==> src/sram_port_regs.svh <==
// Reset values and fixed counts for the quad-rate SRAM port logic.
// Assumes inclusion by bare name from the package and the top module.
`ifndef SRAM_PORT_REGS_SVH
`define SRAM_PORT_REGS_SVH

`define BURST_LEN 3'h4
`define BEAT_W 2
`define SYNC_RST 1'b0
`define SEL_IDLE 2'h3
`define RDATA_RST 36'h0_0000_0000
`define RD_LEFT_RST 3'h0
`define DOC_DATA_W 36
`define DOC_ADDR_W 19
`define DOC_MASK_W 4
`define WFIFO_DEPTH 8

`endif

==> src/sram_port_pkg.sv <==
// Types shared by the quad-rate SRAM port logic.
// Assumes sram_port_regs.svh is on the include path.
`include "sram_port_regs.svh"

package sram_port_pkg;

  // Write burst states, Gray coded along the beat sequence
  typedef enum logic [2:0] {
    W_IDLE = 3'b000,
    W_B0 = 3'b001,
    W_B1 = 3'b011,
    W_B2 = 3'b010,
    W_B3 = 3'b110
  } wr_state_e;

endpackage : sram_port_pkg

==> src/quad_rate_sram_port_logic.sv <==
// Port logic of a burst-of-four SRAM with separate read and write data ports.
// Assumes all pins, including the timing clocks, are asynchronous to ref_clk
// and toggle slowly enough that ref_clk sees every edge.
`timescale 1ns/1ps
`include "sram_port_regs.svh"

// ----------------------------------------
// Write beat buffer
// ----------------------------------------
module sync_word_fifo #(
  parameter int WIDTH = 8,
  parameter int DEPTH = `WFIFO_DEPTH
) (
  input wire logic ref_clk,
  input wire logic rst,
  input wire logic in_valid,
  output logic in_ready,
  input wire logic [WIDTH-1:0] in_data,
  output logic out_valid,
  input wire logic out_ready,
  output logic [WIDTH-1:0] out_data
);
  localparam int PW = $clog2(DEPTH);
  if (DEPTH < 2 || (1 << PW) != DEPTH) begin : g_bad_depth
    $error("DEPTH must be a power of two");
  end
  logic [WIDTH-1:0] store [DEPTH];
  logic [PW:0] wr_ptr;
  logic [PW:0] rd_ptr;
  wire full = (wr_ptr[PW] != rd_ptr[PW]) && (wr_ptr[PW-1:0] == rd_ptr[PW-1:0]);
  wire empty = (wr_ptr == rd_ptr);
  wire push = in_valid && !full;
  wire pop = out_ready && !empty;
  assign in_ready = !full;
  assign out_valid = !empty;
  assign out_data = store[rd_ptr[PW-1:0]];

  always_ff @(posedge ref_clk or posedge rst) begin
    if (rst) begin
      wr_ptr <= '0;
      rd_ptr <= '0;
    end else begin
      if (push) wr_ptr <= wr_ptr + 1'b1;
      if (pop) rd_ptr <= rd_ptr + 1'b1;
    end
  end

  always_ff @(posedge ref_clk) begin
    if (push) store[wr_ptr[PW-1:0]] <= in_data;
  end
endmodule : sync_word_fifo

// ----------------------------------------
// Device port logic
// ----------------------------------------
module quad_rate_sram_port_logic
  import sram_port_pkg::*;
#(
  parameter int DATA_W = `DOC_DATA_W,
  parameter int ADDR_W = `DOC_ADDR_W,
  parameter int MASK_W = `DOC_MASK_W,
  parameter int MEM_ADDR_W = 4
) (
  input wire logic ref_clk,
  input wire logic rst,
  input wire logic in_clk_p,
  input wire logic in_clk_n,
  input wire logic out_clk_p,
  input wire logic out_clk_n,
  input wire logic single_clock_mode,
  input wire logic write_port_select_n,
  input wire logic read_port_select_n,
  input wire logic [ADDR_W-1:0] addr,
  input wire logic [DATA_W-1:0] write_data,
  input wire logic [MASK_W-1:0] byte_write_mask_n,
  output logic [DATA_W-1:0] read_data,
  output logic read_data_oe,
  output logic return_strobe
);
  localparam int LANE_W = (DATA_W == 8) ? 4 : 9;
  localparam int DOC_ADDR = (DATA_W == 36) ? 19 : (DATA_W == 18) ? 20 : 21;
  localparam int IDX_W = MEM_ADDR_W + `BEAT_W;
  localparam int MEM_DEPTH = 1 << IDX_W;
  localparam int PIN_W = 7 + ADDR_W + DATA_W + MASK_W;
  localparam int FW = IDX_W + MASK_W + DATA_W;
  // Selects reset to their idle level so no false request follows reset
  localparam logic [PIN_W-1:0] PIN_IDLE = PIN_W'(`SEL_IDLE) << (PIN_W - 7);

  if (DATA_W != 8 && DATA_W != 9 && DATA_W != 18 && DATA_W != 36) begin : g_bad_data_w
    $error("DATA_W must be 8, 9, 18 or 36");
  end
  if (ADDR_W != DOC_ADDR) begin : g_bad_addr_w
    $error("ADDR_W does not match DATA_W");
  end
  if (MASK_W * LANE_W != DATA_W) begin : g_bad_mask_w
    $error("MASK_W does not match DATA_W");
  end
  if (MEM_ADDR_W < 1 || MEM_ADDR_W > ADDR_W) begin : g_bad_mem_addr_w
    $error("MEM_ADDR_W out of range");
  end

  // ----------------------------------------
  // Pin synchronisers and edge detection
  // ----------------------------------------
  logic [PIN_W-1:0] pin_meta;
  logic [PIN_W-1:0] pin_sync;
  logic [3:0] clk_prev;
  wire [PIN_W-1:0] pin_raw = {in_clk_p, in_clk_n, out_clk_p, out_clk_n, single_clock_mode,
    write_port_select_n, read_port_select_n, addr, write_data, byte_write_mask_n};

  always_ff @(posedge ref_clk or posedge rst) begin
    if (rst) begin
      pin_meta <= PIN_IDLE;
      pin_sync <= PIN_IDLE;
      clk_prev <= '0;
    end else begin
      pin_meta <= pin_raw;
      pin_sync <= pin_meta;
      clk_prev <= pin_sync[PIN_W-1 -: 4];
    end
  end

  wire [MASK_W-1:0] mask_s = pin_sync[MASK_W-1:0];
  wire [DATA_W-1:0] wdata_s = pin_sync[MASK_W +: DATA_W];
  wire [ADDR_W-1:0] addr_s = pin_sync[MASK_W + DATA_W +: ADDR_W];
  wire rd_sel_n_s = pin_sync[PIN_W-7];
  wire wr_sel_n_s = pin_sync[PIN_W-6];
  wire single_s = pin_sync[PIN_W-5];
  wire [3:0] clk_s = pin_sync[PIN_W-1 -: 4];
  wire [3:0] clk_rise = clk_s & ~clk_prev;
  wire k_p_rise = clk_rise[3];
  wire k_n_rise = clk_rise[2];
  wire launch_p_rise = single_s ? clk_rise[3] : clk_rise[1];
  wire launch_n_rise = single_s ? clk_rise[2] : clk_rise[0];
  wire launch_edge = launch_p_rise | launch_n_rise;
  wire strobe_src = single_s ? clk_s[3] : clk_s[1];

  // ----------------------------------------
  // Write burst sequencer
  // ----------------------------------------
  wr_state_e wstate;
  wr_state_e next_wstate;
  logic [MEM_ADDR_W-1:0] wr_addr;
  logic [MEM_ADDR_W-1:0] next_wr_addr;
  logic [`BEAT_W-1:0] beat_num;
  logic beat_on_neg;
  logic fifo_in_ready;
  logic fifo_out_valid;
  logic [FW-1:0] fifo_out;

  wire write_start = k_p_rise && !wr_sel_n_s;
  always_comb begin
    beat_num = 2'h0;
    beat_on_neg = 1'b0;
    case (wstate)
      W_B0: begin beat_num = 2'h0; beat_on_neg = 1'b1; end
      W_B1: begin beat_num = 2'h1; beat_on_neg = 1'b0; end
      W_B2: begin beat_num = 2'h2; beat_on_neg = 1'b1; end
      W_B3: begin beat_num = 2'h3; beat_on_neg = 1'b0; end
      default: begin beat_num = 2'h0; beat_on_neg = 1'b0; end
    endcase
  end
  wire beat_edge = beat_on_neg ? k_n_rise : k_p_rise;
  wire beat_take = (wstate != W_IDLE) && beat_edge;
  wire beat_push = beat_take && fifo_in_ready;

  always_comb begin
    next_wstate = wstate;
    next_wr_addr = wr_addr;
    case (wstate)
      W_IDLE: if (write_start) begin
        next_wstate = W_B0;
        next_wr_addr = addr_s[MEM_ADDR_W-1:0];
      end
      W_B0: if (beat_edge) next_wstate = W_B1;
      W_B1: if (beat_edge) next_wstate = W_B2;
      W_B2: if (beat_edge) next_wstate = W_B3;
      W_B3: if (beat_edge) begin
        next_wstate = write_start ? W_B0 : W_IDLE;
        if (write_start) next_wr_addr = addr_s[MEM_ADDR_W-1:0];
      end
      default: next_wstate = W_IDLE;
    endcase
  end

  always_ff @(posedge ref_clk or posedge rst) begin
    if (rst) begin
      wstate <= W_IDLE;
      wr_addr <= '0;
    end else begin
      wstate <= next_wstate;
      wr_addr <= next_wr_addr;
    end
  end

  // ----------------------------------------
  // Beat buffer and array write
  // ----------------------------------------
  logic [DATA_W-1:0] mem [MEM_DEPTH];
  logic read_take;
  wire [FW-1:0] fifo_in = {wr_addr, beat_num, mask_s, wdata_s};
  wire drain = fifo_out_valid && !read_take;
  wire [IDX_W-1:0] drain_idx = fifo_out[FW-1 -: IDX_W];
  wire [MASK_W-1:0] drain_mask_n = fifo_out[DATA_W +: MASK_W];
  wire [DATA_W-1:0] drain_data = fifo_out[DATA_W-1:0];
  wire [DATA_W-1:0] old_word = mem[drain_idx];
  wire [DATA_W-1:0] lane_keep;
  wire [DATA_W-1:0] merged = (drain_data & ~lane_keep) | (old_word & lane_keep);

  genvar g;
  generate
    for (g = 0; g < MASK_W; g++) begin : g_lane
      assign lane_keep[g*LANE_W +: LANE_W] = {LANE_W{drain_mask_n[g]}};
    end
  endgenerate

  sync_word_fifo #(
    .WIDTH(FW),
    .DEPTH(`WFIFO_DEPTH)
  ) u_wfifo (
    .ref_clk(ref_clk),
    .rst(rst),
    .in_valid(beat_take),
    .in_ready(fifo_in_ready),
    .in_data(fifo_in),
    .out_valid(fifo_out_valid),
    .out_ready(!read_take),
    .out_data(fifo_out)
  );

  always_ff @(posedge ref_clk) begin
    if (drain) mem[drain_idx] <= merged;
  end

  // ----------------------------------------
  // Read burst and output drivers
  // ----------------------------------------
  logic [DATA_W-1:0] rbuf [4];
  logic [2:0] rd_left;
  logic [`BEAT_W-1:0] rd_beat;
  assign read_take = k_p_rise && !rd_sel_n_s;
  wire [2:0] next_rd_left = read_take ? `BURST_LEN
    : (launch_edge && rd_left != 3'h0) ? rd_left - 3'h1 : rd_left;

  generate
    for (g = 0; g < 4; g++) begin : g_rbuf
      always_ff @(posedge ref_clk) begin
        if (read_take) rbuf[g] <= mem[{addr_s[MEM_ADDR_W-1:0], 2'(g)}];
      end
    end
  endgenerate

  always_ff @(posedge ref_clk or posedge rst) begin
    if (rst) begin
      rd_left <= `RD_LEFT_RST;
      rd_beat <= '0;
      read_data <= DATA_W'(`RDATA_RST);
      read_data_oe <= `SYNC_RST;
      return_strobe <= `SYNC_RST;
    end else begin
      rd_left <= next_rd_left;
      return_strobe <= strobe_src;
      if (read_take) rd_beat <= '0;
      else if (launch_edge && rd_left != 3'h0) rd_beat <= rd_beat + 1'b1;
      // A take on the last beat's edge still sends that beat from the old buffer
      if (launch_edge && rd_left != 3'h0) begin
        read_data <= rbuf[rd_beat];
        read_data_oe <= 1'b1;
      end else if (launch_p_rise && rd_left == 3'h0) begin
        read_data_oe <= 1'b0;
      end
    end
  end

  // ----------------------------------------
  // Checks
  // ----------------------------------------
  logic [IDX_W-1:0] last_idx;
  logic [LANE_W-1:0] last_lane0;
  always_ff @(posedge ref_clk) begin
    last_idx <= drain_idx;
    last_lane0 <= old_word[LANE_W-1:0];
  end

  // Transfers launched since the latest read take
  logic [2:0] sent_cnt;
  always_ff @(posedge ref_clk or posedge rst) begin
    if (rst) begin
      sent_cnt <= 3'h0;
    end else if (read_take) begin
      sent_cnt <= 3'h0;
    end else if (launch_edge && rd_left != 3'h0) begin
      sent_cnt <= sent_cnt + 3'h1;
    end
  end

  a_write_start: assert property (@(posedge ref_clk) disable iff (rst)
    (wstate == W_IDLE && write_start) |=> wstate == W_B0)
    else $error("write select low did not open a burst");
  a_deselect_ignores: assert property (@(posedge ref_clk) disable iff (rst)
    (wstate == W_IDLE && k_p_rise && wr_sel_n_s) |=> wstate == W_IDLE && $stable(wr_addr))
    else $error("deselected write port changed state");
  a_idle_no_push: assert property (@(posedge ref_clk) disable iff (rst)
    beat_take |-> wstate != W_IDLE && (k_p_rise || k_n_rise))
    else $error("beat taken outside a burst");
  a_lane_masked: assert property (@(posedge ref_clk) disable iff (rst)
    (drain && drain_mask_n[0]) |=> mem[last_idx][LANE_W-1:0] == last_lane0)
    else $error("masked lane was written");
  a_burst_four: assert property (@(posedge ref_clk) disable iff (rst)
    read_take |=> rd_left == 3'h4 && rd_beat == 2'h0)
    else $error("read burst not loaded with four transfers");
  a_oe_release: assert property (@(posedge ref_clk) disable iff (rst)
    $fell(read_data_oe) |-> $past(launch_p_rise) && $past(rd_left) == 3'h0)
    else $error("outputs released at wrong moment");
  a_launch_only: assert property (@(posedge ref_clk) disable iff (rst)
    !launch_edge |=> $stable(read_data))
    else $error("read data moved without a launch edge");
  a_strobe_tracks: assert property (@(posedge ref_clk) disable iff (rst)
    ##1 return_strobe == $past(strobe_src))
    else $error("return strobe does not follow its clock");
  a_read_addr_ignored: assert property (@(posedge ref_clk) disable iff (rst)
    (k_p_rise && rd_sel_n_s && rd_left == 3'h0) |=> rd_left == 3'h0)
    else $error("deselected read port started a burst");
  a_burst_sent_four: assert property (@(posedge ref_clk) disable iff (rst)
    $fell(read_data_oe) |-> $past(sent_cnt) == 3'h4)
    else $error("read outputs released before four transfers");
  a_oe_needs_burst: assert property (@(posedge ref_clk) disable iff (rst)
    $rose(read_data_oe) |-> $past(rd_left) != 3'h0)
    else $error("read outputs enabled without an active read");
  a_fifo_no_drop: assert property (@(posedge ref_clk) disable iff (rst)
    beat_take |-> fifo_in_ready)
    else $error("write beat lost to a full buffer");
endmodule : quad_rate_sram_port_logic

==> config.mk <==
export PLATFORM = sky130hd
export DESIGN_NAME = quad_rate_sram_port_logic
export DESIGN_NICKNAME = d
export VERILOG_FILES = /design/src/sram_port_pkg.sv /design/src/quad_rate_sram_port_logic.sv
export VERILOG_INCLUDE_DIRS = /design/src /design/src/src
export SDC_FILE = /design/constraint.sdc
export NUM_CORES = 2
export LEC_CHECK = 0
export BUFFER_PORTS_ARGS = -buffer_cell sky130_fd_sc_hd__clkbuf_2
export CORE_MARGIN = 2
export CORE_UTILIZATION = 31
export DETAILED_ROUTE_END_ITERATION = 10
export PLACE_DENSITY = 0.5
export SLEW_MARGIN = 15
export SYNTH_ARGS = -nofsm -noshare
export SYNTH_HDL_FRONTEND = slang
export SYNTH_SLANG_ARGS = --single-unit
export TNS_END_PERCENT = 10
==> constraint.sdc <==
create_clock -name ref_clk -period 14.3 [get_ports ref_clk]
set_clock_uncertainty 0.05 [all_clocks]
set_input_delay 0 -clock ref_clk [delete_from_list [all_inputs] [get_ports ref_clk]]
set_output_delay 0 -clock ref_clk [all_outputs]
set_load 0.01 [all_outputs]
==> flow_summary.html <==
<table>
<tr><th>Metric</th><th>Value</th></tr>
<tr><th colspan="2">Worst setup path</th></tr>
<tr><td>Endpoint of the lowest-slack register-to-register path</td><td>mem[15][12]</td></tr>
<tr><td>Startpoint of the most critical register-to-register path</td><td>u_wfifo.rd_ptr[0]</td></tr>
<tr><td>Worst endpoint data arrival time</td><td>7360 ps</td></tr>
<tr><td>Source of the critical timing path</td><td>u_wfifo.rd_ptr[0]</td></tr>
<tr><td>Largest driver fanout on the critical path</td><td>128</td></tr>
<tr><td>Worst Setup End Kind</td><td>register</td></tr>
<tr><td>Category of the worst setup path launch point</td><td>register</td></tr>
<tr><td>Crit path kind</td><td>register to register</td></tr>
<tr><td>FF-to-FF setup slack</td><td>7490 ps</td></tr>
<tr><td>Worst reg2reg path depth</td><td>11</td></tr>
<tr><td>Critical path data required time</td><td>14,850 ps</td></tr>
<tr><th colspan="2">Finish</th></tr>
<tr><td>Non-filler instance count after layout</td><td>13,800</td></tr>
<tr><td>Layout cell share with drive strength beyond 1</td><td>25.9%</td></tr>
<tr><td>Final Util</td><td>36.0%</td></tr>
<tr><td>Number of filler cells placed in the layout</td><td>39,200</td></tr>
<tr><td>Syn-to-layout area delta</td><td>15.7%</td></tr>
<tr><td>Number of nets at the end of the flow</td><td>8,035</td></tr>
<tr><th colspan="2">Detailed routing</th></tr>
<tr><td>Total wirelength of the detailed-routed design</td><td>483 mm</td></tr>
<tr><td>Via Count</td><td>80,700</td></tr>
<tr><td>Initial DRC count</td><td>12,400</td></tr>
<tr><td>Vias per cell</td><td>5.86</td></tr>
<tr><td>Number of optimization iterations in the first detailed-route pass</td><td>6</td></tr>
<tr><td>Detailed-route DRC error count</td><td>0</td></tr>
<tr><td>Post-DRT Antenna Nets</td><td>0</td></tr>
<tr><td>Routed wirelength normalized by instance count</td><td>35.1 um</td></tr>
<tr><th colspan="2">Floorplan</th></tr>
<tr><td>IO Count</td><td>106</td></tr>
<tr><td>Horiz. Die Dim</td><td>653 um</td></tr>
<tr><td>Area of the core</td><td>420,000 um2</td></tr>
<tr><td>Starting utilization of the core area</td><td>31.1%</td></tr>
<tr><td>Site row count</td><td>238</td></tr>
<tr><td>Die area</td><td>427,000 um2</td></tr>
<tr><td>Die outline height</td><td>653 um</td></tr>
<tr><th colspan="2">STA</th></tr>
<tr><td>Fmax</td><td>0.147 GHz</td></tr>
<tr><td>Remaining max-slew budget at the tightest pin</td><td>15.1%</td></tr>
<tr><td>Unrepaired setup endpoints after global routing</td><td>false</td></tr>
<tr><td>Measured slew at the worst slew-check pin</td><td>1270 ps</td></tr>
<tr><td>Final number of setup-violating endpoints</td><td>0</td></tr>
<tr><td>WHS</td><td>195 ps</td></tr>
<tr><td>Count of pins over their slew limit</td><td>0</td></tr>
<tr><td>Share of the clock period used by the worst path after layout</td><td>47.7%</td></tr>
<tr><td>Setup Total Neg Slack</td><td>0 ps</td></tr>
<tr><td>Endpoints failing hold</td><td>0</td></tr>
<tr><td>Period minus WS final</td><td>6810 ps</td></tr>
<tr><th colspan="2">Power</th></tr>
<tr><td>Power per cell area</td><td>264 nW/um2</td></tr>
<tr><td>Net Sw Frac</td><td>39.4%</td></tr>
<tr><td>Proportion of power drawn by combinational gates</td><td>40.9%</td></tr>
<tr><td>Net switching power figure</td><td>15.8 mW</td></tr>
<tr><td>Final Total Pwr</td><td>39.9 mW</td></tr>
<tr><td>Leakage power</td><td>48.6 nW</td></tr>
<tr><td>Part of the total power dissipated in the clock network</td><td>21.3%</td></tr>
<tr><td>Max rail drop VDD</td><td>0.000266 V</td></tr>
<tr><td>Pint</td><td>24.2 mW</td></tr>
<tr><td>Seq pwr share</td><td>37.7%</td></tr>
<tr><th colspan="2">Logic synthesis</th></tr>
<tr><td>Top post-synthesis cells by count</td><td>2,816 x edfxtp_1, 1,444 x nand2_1, 1,050 x mux4_2</td></tr>
<tr><td>Proportion of netlist area held by the largest area contributor</td><td>64.7%</td></tr>
<tr><td>Number of synthesized flops with an enable pin</td><td>2,816</td></tr>
<tr><td>Part of the Yosys area used for sequential elements</td><td>67.9%</td></tr>
<tr><td>Flip-flop and latch count after synthesis</td><td>2,980</td></tr>
<tr><td>Area of the mapped netlist</td><td>131,000 um2</td></tr>
<tr><td>Fraction of registers with async set/reset</td><td>5.50%</td></tr>
<tr><td>Predominant post-synthesis flop cell</td><td>edfxtp_1</td></tr>
<tr><td>Library cells used by synthesis</td><td>57</td></tr>
<tr><td>Avg Inst Size Synth</td><td>16.9 um2</td></tr>
<tr><td>Largest cells by area after synthesis</td><td>edfxtp_1 65%, mux4_2 18%, nand2_1 4.1%</td></tr>
<tr><td>Number of instances in the synthesized netlist</td><td>7,717</td></tr>
<tr><td>Cell with the most instances after synthesis</td><td>edfxtp_1</td></tr>
<tr><td>Area leader, netlist</td><td>edfxtp_1</td></tr>
<tr><td>Total nets after synthesis</td><td>7,789</td></tr>
<tr><td>Syn. warnings</td><td>0</td></tr>
<tr><th colspan="2">Placed design</th></tr>
<tr><td>Final Wtd Congestion</td><td>0.843</td></tr>
<tr><td>Placed wire-length estimate after detailed placement</td><td>273 mm</td></tr>
<tr><td>Instance count after placement with tap cells included</td><td>13,000</td></tr>
<tr><td>Number of input and output port buffers inserted</td><td>90</td></tr>
<tr><th colspan="2">Worst hold path</th></tr>
<tr><td>Hold depth</td><td>3</td></tr>
<tr><td>Worst hold-check path type</td><td>primary input to register</td></tr>
<tr><td>Start point of the worst min-delay path</td><td>write_data[30]</td></tr>
<tr><td>Hold endpoint</td><td>pin_meta[34]</td></tr>
<tr><th colspan="2">Clock tree</th></tr>
<tr><td>Skew-Pair Late Insertion Delay</td><td>950 ps</td></tr>
<tr><td>Clk Tree Root Cell</td><td>clkbuf_16</td></tr>
<tr><td>Cts bufs inserted</td><td>328</td></tr>
<tr><td>Clock transition time at the flip-flop clock pins of the worst setup and hold paths</td><td>60 ps</td></tr>
<tr><td>Clock tree from TritonCTS</td><td>yes</td></tr>
<tr><td>Maximum level of the CTS H-tree</td><td>5</td></tr>
<tr><td>Maximum buffer depth of the clock tree</td><td>4</td></tr>
<tr><td>Number of clock sinks seen by CTS</td><td>2,980</td></tr>
<tr><td>Number of buffers inserted by post-CTS setup repair</td><td>0</td></tr>
<tr><th colspan="2">Global routing</th></tr>
<tr><td>Wire length of the first global-routing pass</td><td>657 mm</td></tr>
<tr><td>Initial antenna violation count</td><td>16</td></tr>
<tr><td>Vias in the first global route</td><td>79,200</td></tr>
<tr><td>Overall routing resource usage</td><td>22.1%</td></tr>
<tr><td>Gr ovfl total</td><td>0</td></tr>
<tr><td>Largest net degree at the start of global routing</td><td>181</td></tr>
<tr><th colspan="2">Flow run</th></tr>
<tr><td>Count of max-cap constraint violations</td><td>0</td></tr>
<tr><th colspan="2">Outcome</th></tr>
<tr><td>Status</td><td>finished, final reports clean</td></tr>
</table>
[flip-flops by register name, indices dropped and copies added (netlist names)]
| name | count |
|---|---|
| mem | 2304 |
| u_wfifo.store | 368 |
| rbuf | 144 |
| pin_meta | 51 |
| pin_sync | 51 |
| read_data | 36 |
| clk_prev | 4 |
| u_wfifo.rd_ptr | 4 |
| u_wfifo.wr_ptr | 4 |
| wr_addr | 4 |
| rd_left | 3 |
| wstate | 3 |
| rd_beat | 2 |
| read_data_oe | 1 |
| return_strobe | 1 |
[cell type report]
cell class | count | area (um2) | area share, %
multi-input cells | 4154 | 40800 | 27.0
inverters | 8 | 37.5 | 0.0248
diodes | 9 | 22.5 | 0.0149
flip-flops and latches | 2980 | 88700 | 58.7
well taps | 5520 | 6910 | 4.57
repair buffers | 491 | 3970 | 2.63
clock buffers | 431 | 9000 | 5.95
clock inverters | 168 | 1670 | 1.10
[power by group through the flow]
stage,Sequential (mW),Combinational (mW),Clock [mW]
after floorplan,15.4,9.36,0
after CTS,15.1,16.1,8.64
final,15.1,16.4,8.51
after global placement,15.2,15.8,0
after global routing,15.2,17.3,8.97
after detailed placement,15.3,16.1,0
[routing by layer]
metal	share of wire [%]	vias to the layer above	routed length, um	GRT usage (%)
met5	0.023	-	111	0.102
met4	4.9	8	23400	9.70
met3	11	1036	51800	5.15
met2	45	5063	216000	33.7
met1	40	43000	191000	30.2
li1	-	31600	-	-
[what timing repair did]
action,CTS,global route
endpoints found under the setup margin,0,0
gates resized for setup,0,0
hold buffers,104,0
endpoints found under the hold margin,211,0
[critical path, cell delays in order, from the launching register on]
cell and delay (ps):
dfrtp_4 850, mux2i_1 260, mux4_4 740, buf_12 580, buf_4 840, buf_4 800
mux4_2 640, a22oi_1 200, nand4_1 220, or3_1 470, a2bb2oi_4 220, buf_4 340
[cells by family after synthesis]
family	count (synthesis)	synth area share, %
AO/OA/AOI/OAI	559	3.01
XOR/XNOR	14	0.0939
adder cells (fa/ha/maj)	4	0.0383
buffers and inverters	583	1.88
flip-flops	2980	67.9
multiplexers	1178	19.1
AND/OR/NAND/NOR	2399	7.95
[cell usage in the layout (no fill, tap or decap), types with 57 or more instances in the layout]
| cell type | synthesis | layout |
|---|---|---|
| nand3_1 | 593 | 593 |
| clkbuf_16 | 0 | 339 |
| nor2_4 | 0 | 78 |
| clkbuf_2 | 0 | 90 |
| a311oi_1 | 127 | 127 |
| a22oi_1 | 74 | 70 |
| mux4_2 | 1050 | 1048 |
| buf_4 | 11 | 277 |
| a31oi_1 | 66 | 66 |
| and3_1 | 128 | 128 |
| mux2i_1 | 78 | 57 |
| clkbuf_1 | 329 | 75 |
| nand2_1 | 1444 | 1443 |
| a21oi_1 | 142 | 141 |
| dlygate4sd3_1 | 0 | 104 |
| dfrtp_1 | 160 | 151 |
| edfxtp_1 | 2816 | 2816 |
[how the worst max path moves through the flow]
| stage | endpoint | cells past startpoint |
|---|---|---|
| floorplan | mem[10][0] | 5 |
| global placement | mem[15][12] | 11 |
| detailed placement | mem[33][12] | 11 |
| CTS | mem[15][12] | 11 |
| global route | mem[15][12] | 11 |
| finish | mem[15][12] | 11 |
[stage by stage]
stage | instance area (um2) | setup WS (ps)
floorplan | 131000 | 5770
global placement | 139000 | 7610
detailed placement | 139000 | 7560
CTS | 151000 | 7550
global route | 151000 | 7080
finish | 151000 | 7490
Note: power is estimated with default switching activity, not from simulation.
